===== src/design/maio_pkg.sv =====
// Shared constants and types for the motion axis I/O logic.
package maio_pkg;

  // ==========
  // Clock and timing
  // ==========
  localparam int unsigned CLK_HZ = 100_000_000;
  localparam int unsigned BAUD_SLOW = 19200;
  localparam int unsigned BAUD_FAST = 115200;
  localparam logic [15:0] BAUD_DIV_SLOW = 16'(CLK_HZ / BAUD_SLOW);
  localparam logic [15:0] BAUD_DIV_FAST = 16'(CLK_HZ / BAUD_FAST);
  localparam int unsigned QUAD_MAX_RATE = 15_000_000;
  // Cycles between two quadrature states at the fastest rate.
  localparam int unsigned QUAD_MIN_CYC = CLK_HZ / QUAD_MAX_RATE;

  // ==========
  // Widths and reset values
  // ==========
  localparam int unsigned POS_W = 32;
  localparam int unsigned CMD_W = 16;
  localparam int unsigned OUT_W = 4;
  localparam int unsigned IN_W = 8;
  localparam logic [OUT_W-1:0] OUT_RST = 4'h0;
  localparam logic [CMD_W-1:0] CMD_RST = 16'h0000;
  // Index of general input that doubles as latch A trigger.
  localparam int unsigned LATCH_IN_IDX = 0;

  // ==========
  // Motor type and homing state encoding
  // ==========
  typedef enum logic [2:0] {
    MAIO_MT_SERVO = 3'h0,
    MAIO_MT_STEP_P2 = 3'h1,
    MAIO_MT_STEP_N2 = 3'h2,
    MAIO_MT_STEP_P25 = 3'h3,
    MAIO_MT_STEP_N25 = 3'h4
  } maio_mt_t;

  typedef enum logic [3:0] {
    MAIO_HS_IDLE = 4'b0001,
    MAIO_HS_ARMED = 4'b0010,
    MAIO_HS_SLEW = 4'b0100,
    MAIO_HS_STOP = 4'b1000
  } maio_home_t;

endpackage


===== src/design/maio_sync.sv =====
// Two-flop synchroniser for a vector of level inputs.
`timescale 1ns/100ps
module maio_sync #(
  parameter int unsigned W = 1
) (
  input wire logic clk_i,
  input wire logic rst_n_i,
  input wire logic [W-1:0] d_i,
  output logic [W-1:0] q_o
);
  logic [W-1:0] meta_ff;

  always_ff @(posedge clk_i or negedge rst_n_i) begin
    if (!rst_n_i) begin
      meta_ff <= '0;
      q_o <= '0;
    end else begin
      meta_ff <= d_i;
      q_o <= meta_ff;
    end
  end
endmodule


===== src/design/maio_quad.sv =====
// Quadrature or pulse/direction decoder with position counter.
`timescale 1ns/100ps
module maio_quad #(
  parameter int unsigned W = 32
) (
  input wire logic clk_i,
  input wire logic rst_n_i,
  input wire logic enable_i,
  input wire logic pulse_dir_i,
  input wire logic a_i,
  input wire logic b_i,
  input wire logic clear_i,
  output logic [W-1:0] pos_o
);
  logic a_ff;
  logic b_ff;
  logic step;
  logic up;

  always_ff @(posedge clk_i or negedge rst_n_i) begin
    if (!rst_n_i) begin
      a_ff <= 1'b0;
      b_ff <= 1'b0;
    end else begin
      a_ff <= a_i;
      b_ff <= b_i;
    end
  end

  // Every edge of either channel is one count, giving four per cycle; direction
  // from which channel leads. In pulse mode only rising A counts, B sets sense.
  always_comb begin
    if (pulse_dir_i) begin
      step = a_i & ~a_ff;
      up = b_i;
    end else begin
      step = (a_i ^ a_ff) | (b_i ^ b_ff);
      up = (a_i ^ b_ff);
    end
  end

  always_ff @(posedge clk_i or negedge rst_n_i) begin
    if (!rst_n_i) begin
      pos_o <= '0;
    end else if (clear_i) begin
      pos_o <= '0;
    end else if (enable_i && step) begin
      pos_o <= up ? pos_o + W'(1) : pos_o - W'(1);
    end
  end
endmodule


===== src/design/maio_axis.sv =====
// Single-axis motion I/O logic: command, stepper, encoders, switches, latch.
`timescale 1ns/100ps
module maio_axis
  import maio_pkg::*;
#(
  parameter int unsigned POS_WIDTH = maio_pkg::POS_W
) (
  input wire logic clk_i,
  input wire logic nrst_i,
  input wire logic baud_jumper_i,
  output logic [15:0] baud_divisor_o,
  input wire logic sample_tick_i,
  input wire logic motor_on_i,
  input wire maio_pkg::maio_mt_t motor_type_setting_i,
  input wire logic step_active_high_i,
  input wire logic [15:0] step_half_period_i,
  input wire logic step_request_i,
  input wire logic step_forward_i,
  input wire logic [maio_pkg::CMD_W-1:0] servo_result_i,
  input wire logic [maio_pkg::CMD_W-1:0] idle_command_level_i,
  output logic [maio_pkg::CMD_W-1:0] motor_command_o,
  input wire logic shutdown_on_error_i,
  input wire logic hardware_lockout_i,
  output logic amp_enable_o,
  output logic internal_amp_off_o,
  output logic step_pulse_pin_o,
  output logic step_direction_pin_o,
  output logic step_busy_o,
  input wire logic [POS_WIDTH-1:0] commanded_pos_i,
  input wire logic [POS_WIDTH-1:0] position_fault_limit_i,
  output logic error_n_o,
  input wire logic output_bit_set_i,
  input wire logic output_bit_clear_i,
  input wire logic [1:0] output_bit_index_i,
  input wire logic output_port_write_i,
  input wire logic [maio_pkg::OUT_W-1:0] output_port_value_i,
  output logic [maio_pkg::OUT_W-1:0] general_out_o,
  input wire logic encoder_pulse_dir_i,
  input wire logic motor_encoder_a_i,
  input wire logic motor_encoder_b_i,
  input wire logic motor_encoder_index_i,
  input wire logic load_encoder_a_i,
  input wire logic load_encoder_b_i,
  output logic [POS_WIDTH-1:0] motor_position_o,
  output logic [POS_WIDTH-1:0] load_position_o,
  input wire logic abort_n_i,
  input wire logic reset_n_i,
  output logic motion_abort_o,
  output logic program_abort_o,
  output logic processor_reset_o,
  input wire logic forward_limit_i,
  input wire logic reverse_limit_i,
  input wire logic home_switch_i,
  input wire logic [2:0] switch_polarity_select_i,
  output logic forward_blocked_o,
  output logic reverse_blocked_o,
  output logic limit_handler_routine_o,
  input wire logic homing_command_i,
  input wire logic edge_search_i,
  input wire logic find_index_i,
  input wire logic begin_motion_i,
  output logic slew_o,
  output logic decel_stop_o,
  output logic home_defined_o,
  input wire logic [maio_pkg::IN_W-1:0] general_in_i,
  output logic [maio_pkg::IN_W-1:0] general_in_o,
  input wire logic latch_enable_i,
  input wire logic latch_arm_i,
  output logic latch_armed_o,
  output logic latch_captured_o,
  output logic [POS_WIDTH-1:0] latch_position_o
);
  import maio_pkg::*;

  // ==========
  // Reset release
  // ==========
  logic rst_meta_ff;
  logic rst_n;
  always_ff @(posedge clk_i or negedge nrst_i) begin
    if (!nrst_i) begin
      rst_meta_ff <= 1'b0;
      rst_n <= 1'b0;
    end else begin
      rst_meta_ff <= 1'b1;
      rst_n <= rst_meta_ff;
    end
  end

  // ==========
  // Input synchronisers
  // ==========
  logic [IN_W+5:0] sync_raw;
  logic [IN_W+5:0] sync_q;
  assign sync_raw = {general_in_i, abort_n_i, reset_n_i, forward_limit_i,
                     reverse_limit_i, home_switch_i, motor_encoder_index_i};
  maio_sync #(.W(IN_W + 6)) u_sync (
    .clk_i(clk_i),
    .rst_n_i(rst_n),
    .d_i(sync_raw),
    .q_o(sync_q)
  );

  logic abort_n_s;
  logic reset_n_s;
  logic fls_act;
  logic rls_act;
  logic home_act;
  logic index_s;
  logic [IN_W-1:0] gin_s;
  assign gin_s = sync_q[IN_W+5:6];
  assign abort_n_s = sync_q[5];
  assign reset_n_s = sync_q[4];
  assign fls_act = sync_q[3] ^ ~switch_polarity_select_i[0];
  assign rls_act = sync_q[2] ^ ~switch_polarity_select_i[1];
  assign home_act = sync_q[1] ^ ~switch_polarity_select_i[2];
  assign index_s = sync_q[0];
  assign general_in_o = gin_s;

  // ==========
  // Baud selection
  // ==========
  always_ff @(posedge clk_i or negedge rst_n) begin
    if (!rst_n) begin
      baud_divisor_o <= BAUD_DIV_FAST;
    end else begin
      baud_divisor_o <= baud_jumper_i ? BAUD_DIV_SLOW : BAUD_DIV_FAST;
    end
  end

  // ==========
  // Abort and reset
  // ==========
  // Abort acts on the synchronised level with no ramp; the supervisor sees it
  // as a stop-now request and terminates the program in the same cycle.
  assign motion_abort_o = ~abort_n_s;
  assign program_abort_o = ~abort_n_s;
  // The reset pin asks the supervisor to reboot and reload saved parameters.
  assign processor_reset_o = ~reset_n_s;

  // ==========================================================================
  // Motor command
  // ==========================================================================
  logic stepper;
  assign stepper = (motor_type_setting_i != MAIO_MT_SERVO);

  always_ff @(posedge clk_i or negedge rst_n) begin
    if (!rst_n) begin
      motor_command_o <= CMD_RST;
    end else if (!motor_on_i) begin
      motor_command_o <= idle_command_level_i;
    end else if (sample_tick_i && !stepper) begin
      motor_command_o <= servo_result_i;
    end
  end

  // ==========================================================================
  // Amplifier enable and lockout
  // ==========================================================================
  logic err_over;
  // Lockout bypasses every register so the amplifier drops even if the
  // clocked logic were stuck.
  assign internal_amp_off_o = hardware_lockout_i;
  assign amp_enable_o = abort_n_s & ~(shutdown_on_error_i & err_over) & ~hardware_lockout_i;

  // ==========================================================================
  // Position error
  // ==========================================================================
  logic [POS_WIDTH-1:0] pos_err;
  logic [POS_WIDTH-1:0] pos_err_mag;
  assign pos_err = commanded_pos_i - motor_position_o;
  assign pos_err_mag = pos_err[POS_WIDTH-1] ? (~pos_err + POS_WIDTH'(1)) : pos_err;
  assign err_over = pos_err_mag > position_fault_limit_i;

  always_ff @(posedge clk_i or negedge rst_n) begin
    if (!rst_n) begin
      error_n_o <= 1'b1;
    end else begin
      error_n_o <= ~err_over;
    end
  end

  // ==========================================================================
  // Step and direction generator
  // ==========================================================================
  logic [15:0] step_cnt_ff;
  logic [1:0] step_phase_ff;
  logic step_level_ff;
  logic dir_ff;
  logic step_allowed;
  assign step_allowed = step_forward_i ? ~forward_blocked_o : ~reverse_blocked_o;

  // Each step is active for step_half_period_i cycles, then idle for at least as many cycles before the next.
  always_ff @(posedge clk_i or negedge rst_n) begin
    if (!rst_n) begin
      step_cnt_ff <= 16'h0000;
      step_phase_ff <= 2'h0;
      step_level_ff <= 1'b0;
      dir_ff <= 1'b0;
    end else if (!stepper || motion_abort_o) begin
      step_cnt_ff <= 16'h0000;
      step_phase_ff <= 2'h0;
      step_level_ff <= 1'b0;
    end else if (step_phase_ff == 2'h0) begin
      if (step_request_i && step_allowed) begin
        dir_ff <= step_forward_i;
        step_level_ff <= 1'b1;
        step_phase_ff <= 2'h1;
        step_cnt_ff <= step_half_period_i;
      end
    end else if (step_cnt_ff > 16'h0001) begin
      step_cnt_ff <= step_cnt_ff - 16'h0001;
    end else if (step_phase_ff == 2'h1) begin
      step_level_ff <= 1'b0;
      step_phase_ff <= 2'h2;
      step_cnt_ff <= step_half_period_i;
    end else begin
      step_phase_ff <= 2'h0;
    end
  end

  assign step_busy_o = step_phase_ff != 2'h0;
  assign step_pulse_pin_o = stepper & (step_level_ff ~^ step_active_high_i);
  assign step_direction_pin_o = stepper & dir_ff;

  // ==========================================================================
  // General outputs
  // ==========================================================================
  always_ff @(posedge clk_i or negedge rst_n) begin
    if (!rst_n) begin
      general_out_o <= OUT_RST;
    end else if (output_port_write_i) begin
      general_out_o <= output_port_value_i;
    end else if (output_bit_set_i) begin
      general_out_o[output_bit_index_i] <= 1'b1;
    end else if (output_bit_clear_i) begin
      general_out_o[output_bit_index_i] <= 1'b0;
    end
  end

  // ==========================================================================
  // Encoders
  // ==========================================================================
  // Only the true channels are used; complement inputs are not required.
  // Inputs are taken as synchronous, so a 100 MHz sample covers 15M states/s.
  logic home_clear;
  maio_quad #(.W(POS_WIDTH)) u_motor_enc (
    .clk_i(clk_i),
    .rst_n_i(rst_n),
    .enable_i(1'b1),
    .pulse_dir_i(encoder_pulse_dir_i),
    .a_i(motor_encoder_a_i),
    .b_i(motor_encoder_b_i),
    .clear_i(home_clear),
    .pos_o(motor_position_o)
  );

  maio_quad #(.W(POS_WIDTH)) u_load_enc (
    .clk_i(clk_i),
    .rst_n_i(rst_n),
    .enable_i(~stepper),
    .pulse_dir_i(encoder_pulse_dir_i),
    .a_i(load_encoder_a_i),
    .b_i(load_encoder_b_i),
    .clear_i(stepper),
    .pos_o(load_position_o)
  );

  // ==========================================================================
  // Limits
  // ==========================================================================
  logic fls_prev_ff;
  logic rls_prev_ff;
  always_ff @(posedge clk_i or negedge rst_n) begin
    if (!rst_n) begin
      fls_prev_ff <= 1'b0;
      rls_prev_ff <= 1'b0;
      limit_handler_routine_o <= 1'b0;
    end else begin
      fls_prev_ff <= fls_act;
      rls_prev_ff <= rls_act;
      limit_handler_routine_o <= (fls_act & ~fls_prev_ff) | (rls_act & ~rls_prev_ff);
    end
  end
  assign forward_blocked_o = fls_act;
  assign reverse_blocked_o = rls_act;

  // ==========================================================================
  // Homing and find index
  // ==========================================================================
  maio_home_t home_ff;
  logic home_prev_ff;
  logic index_prev_ff;
  logic find_index_ff;
  logic index_rise;
  assign index_rise = index_s & ~index_prev_ff;

  always_ff @(posedge clk_i or negedge rst_n) begin
    if (!rst_n) begin
      home_ff <= MAIO_HS_IDLE;
      home_prev_ff <= 1'b0;
      index_prev_ff <= 1'b0;
      find_index_ff <= 1'b0;
    end else begin
      home_prev_ff <= home_act;
      index_prev_ff <= index_s;
      if (motion_abort_o) begin
        home_ff <= MAIO_HS_IDLE;
        find_index_ff <= 1'b0;
      end else begin
        if (find_index_i) begin
          find_index_ff <= 1'b1;
        end else if (index_rise) begin
          find_index_ff <= 1'b0;
        end
        case (home_ff)
          MAIO_HS_IDLE: begin
            if (homing_command_i || edge_search_i) begin
              home_ff <= MAIO_HS_ARMED;
            end
          end
          MAIO_HS_ARMED: begin
            if (begin_motion_i) begin
              home_ff <= MAIO_HS_SLEW;
            end
          end
          MAIO_HS_SLEW: begin
            if (home_act != home_prev_ff) begin
              home_ff <= MAIO_HS_STOP;
            end
          end
          MAIO_HS_STOP: begin
            home_ff <= MAIO_HS_IDLE;
          end
          default: begin
            home_ff <= MAIO_HS_IDLE;
          end
        endcase
      end
    end
  end

  assign slew_o = home_ff == MAIO_HS_SLEW;
  assign decel_stop_o = home_ff == MAIO_HS_STOP;
  assign home_clear = index_rise & (find_index_ff | slew_o);
  assign home_defined_o = home_clear;

  // ==========================================================================
  // Position latch
  // ==========================================================================
  logic latch_prev_ff;
  logic latch_edge;
  assign latch_edge = latch_enable_i & gin_s[LATCH_IN_IDX] & ~latch_prev_ff;

  always_ff @(posedge clk_i or negedge rst_n) begin
    if (!rst_n) begin
      latch_prev_ff <= 1'b0;
      latch_armed_o <= 1'b0;
      latch_captured_o <= 1'b0;
      latch_position_o <= '0;
    end else begin
      latch_prev_ff <= gin_s[LATCH_IN_IDX];
      if (latch_armed_o && latch_edge) begin
        latch_position_o <= motor_position_o;
        latch_armed_o <= 1'b0;
        latch_captured_o <= 1'b1;
      end else if (latch_arm_i) begin
        latch_armed_o <= 1'b1;
        latch_captured_o <= 1'b0;
      end
    end
  end

endmodule


===== config.mk =====
export PLATFORM = sky130hd
export DESIGN_NAME = maio_axis
export DESIGN_NICKNAME = d
export VERILOG_FILES = /design/src/design/maio_pkg.sv /design/src/design/maio_sync.sv /design/src/design/maio_quad.sv /design/src/design/maio_axis.sv
export SDC_FILE = /design/constraint.sdc
export NUM_CORES = 1
export LEC_CHECK = 0
export ABC_CLOCK_PERIOD_IN_PS = 11500
export BUFFER_PORTS_ARGS = -buffer_cell sky130_fd_sc_hd__buf_2
export CORE_ASPECT_RATIO = 0.9
export CORE_MARGIN = 4
export CORE_UTILIZATION = 30
export DETAILED_ROUTE_END_ITERATION = 16
export GPL_ROUTABILITY_DRIVEN = 0
export SYNTH_ARGS = -nofsm -noshare
export SYNTH_HDL_FRONTEND = slang
export SYNTH_HIERARCHICAL = 1
export SYNTH_SLANG_ARGS = --single-unit

===== constraint.sdc =====
create_clock -name clk_i -period 11.5 [get_ports clk_i]
set_input_delay 3.45 -clock clk_i [delete_from_list [all_inputs] [get_ports clk_i]]
set_output_delay 3.45 -clock clk_i [all_outputs]
set_load 0.02 [all_outputs]

==> run metrics <==
Final Hold Fails 0; Ports 319; worst min path class reg -> async; total wire length 47,700 um; CTS tree built; Worst setup SP type input pin; total number of vias 14,300; CP Data Required Time 8.05 ns; Syn Inst Count 1,739; root buffer cell clkbuf_16; Core ar. 0.0469 mm2; switching part of the total 46.2%; DP Wirelength 36,500 um; Rows 75; crit path max fanout 4; Place WS -0.521 ns; mapped cell area 0.0143 mm2; Final Max Tran Viols 0; FF-to-FF setup slack 6.17 ns; DIE AREA 0.0513 mm2; H-tree depth 4; CP Class in -> out; commonest non-fill, non-tap cell in the layout buf_2; ANT nets after route 0; die height 215 um; Achievable Freq 0.0851 GHz; initial antenna violation count 4; Synth area leaders dfrtp_1 32%, ha_1 6.5%, nor2_1 4.7%; share of cells above drive strength 1 27.7%; clk slew on worst S/H paths 0.07 ns; Setup TNS -0.255 ns; Via density 5.24; Max stage delay on crit path 0.43 ns; GR Util All Layers 18.0%; count of input and output buffers 310; Synth Flop Type dfrtp_1; MaxCap Viol Count 0; vias in the first global route 13,800; synth warn 6; status complete, but fails checks; Inserted Clock Buffers 17; maximum vdd drop 0.0988 mV; Unique masters post-synth 85; drc violations 0; worst skew pair latency 0.49 ns; clock network fraction of design power 14.5%; hold_buf cts 0; P_int 0.00231 W; sequential share of power 22.7%; WL per Instance 17.5 um; Leakage Power 8.31 nW; most used cell along the critical path a21o_1; Synth-to-Final Area Change 25.4%; CP Capture Type output port; sw power 0.00198 W; Worst Max-Slew Pin Slew 0.966 ns; Pre-Repair DR Iteration Count 5; most frequent cells in the layout 308 x buf_2, 182 x dfrtp_1, 179 x nor2_1; leading area contributor after synthesis dfrtp_1; Final Setup Violations 1; overflow left after global routing 0; Sink Count 186; Yosys top cell area share 32.0%; relative max-transition margin 35.4%; failing checks negative setup slack; initial core utilization 30.5%; final core utilization 38.3%; register bit total from synthesis 186; DRT iter0 DRCs 1,086; Worst EP arrival 8.31 ns; number of synthesized flops with an enable pin 0; Synth async-reset ratio 100%; pin count of the biggest net entering global routing 70; Combinational Power Share 62.8%; worst r2r path cells 25; PnR worst setup slack -0.255 ns; PwrDens 239 mW/mm2; CTS max path bufs 2; fin nets 2,332; Final Skew 0.0144 ns; Tcrit/Tclk final 102%; first-pass GRT wire length 74,700 um; slowest CP cell a311o_1; sequential area share after synthesis 32.5%; minimum clock period 11.76 ns; RSZ-0062 raised after global routing yes; Mapped Avg Cell Area 8.23 um2; Die W 238 um
==> metrics by stage <==
step                total power, W  cell area [um2]  instances  hold WS (ns)
floorplan                  0.00263            14400       1748         0.331
global placement           0.00346            17100       2682         0.292
detailed placement         0.00355            17100       2682         0.302
CTS                        0.00425            17900       2722         0.310
global route               0.00464            17900       2727         0.336
finish                     0.00429            18000       2728         0.276
==> synthesized netlist by cell type, drive strengths merged (10+ instances only) <==
library cell	n
a31oi	11
mux2	35
and4	11
and3	14
a21o	31
or3	16
nand2	138
xor2	31
o31ai	10
inv	97
nor2	182
o21ai	122
a211oi	21
nor4	46
ha	74
nand2b	16
xnor2	65
nand3	53
nand4	55
o21a	20
buf	40
o211ai	17
or4	12
clkbuf	80
a21oi	112
mux2i	44
nor2b	36
nor3	51
dfrtp	183
==> state kept, by name (all words and copies together), names as in the netlist, 2 cells and up, named ones only <==
| register | count |
|---|---|
| latch_position_o | 32 |
| u_load_enc/pos_o | 32 |
| u_motor_enc/pos_o | 32 |
| motor_command_o | 16 |
| step_cnt_ff | 16 |
| u_sync/meta_ff | 14 |
| u_sync/q_o | 14 |
| home_ff | 4 |
| baud_divisor_o | 2 |
| step_phase_ff | 2 |
==> per-layer routing <==
metal	GRT usage, %	wire length, um	part of all wire, %	vias to the layer above
met4	6.56	1300	2.7	0
met2	28.8	22300	47	449
li1	-	-	-	6934
met3	4.04	2830	5.9	82
met5	0	0	0	-
met1	24.0	21200	45	6821
==> logic make-up (layout without fill, tap and decap cells) <==
| logic type | count (synthesis) | in the layout | share of synthesized area (%) |
|---|---|---|---|
| AND/OR/NAND/NOR | 679 | 679 | 24.4 |
| AO/OA/AOI/OAI | 405 | 405 | 18.1 |
| buffers and inverters | 217 | 577 | 6.41 |
| flip-flops | 186 | 186 | 32.5 |
| XOR/XNOR | 96 | 96 | 6.00 |
| multiplexers | 79 | 79 | 5.83 |
| adder cells (fa/ha/maj) | 75 | 75 | 6.61 |
| other | 2 | 15 | 0.0525 |
==> area by class of cell <==
class | instances | area [um2]
Multi-Input combinational cell | 1345 | 8950
Clock inverter | 14 | 159
Timing Repair Buffer | 448 | 2600
Sequential cell | 186 | 4660
Clock buffer | 18 | 439
Fill cell | 4829 | 29000
Antenna cell | 4 | 10.0
Inverter | 97 | 367
Tap cell | 616 | 771
==> worst paths after layout <==
path	from	end
max in group asynchronous	nrst_i	rst_n
min in group clk_i	u_sync/meta_ff[1]	u_sync/q_o[1]
setup reg to reg	u_motor_enc/pos_o[8]	error_n_o
hold / removal	rst_n	u_sync/meta_ff[7]
hold reg to reg	rst_n	u_sync/meta_ff[7]
setup / recovery	commanded_pos_i[0]	amp_enable_o
==> worst max-delay path, delay by kind of cell <==
kind,cells,cell delay (ns)
compound gates,14,2.65
simple gates,4,0.67
fa+ha+maj,3,0.79
buf+inv,5,0.53
xor+xnor,2,0.18
==> power by group through the flow <==
stage / combinational [W] / sequential, W / clock (W)
finish: 0.00269 / 0.000972 / 0.000622
global route: 0.00297 / 0.000995 / 0.000673
CTS: 0.00263 / 0.000969 / 0.000650
detailed placement: 0.00257 / 0.000981 / 0
global placement: 0.00249 / 0.000972 / 0
floorplan: 0.00163 / 0.00100 / 0
==> repair_timing <==
item,in CTS,in global routing
resized for setup,23,10
endpoints found under the hold margin,0,0
buffers inserted,8,2
endpoints found under the setup margin,1,1
pin swaps,34,30
No activity file was read; power rests on OpenSTA's default activity.
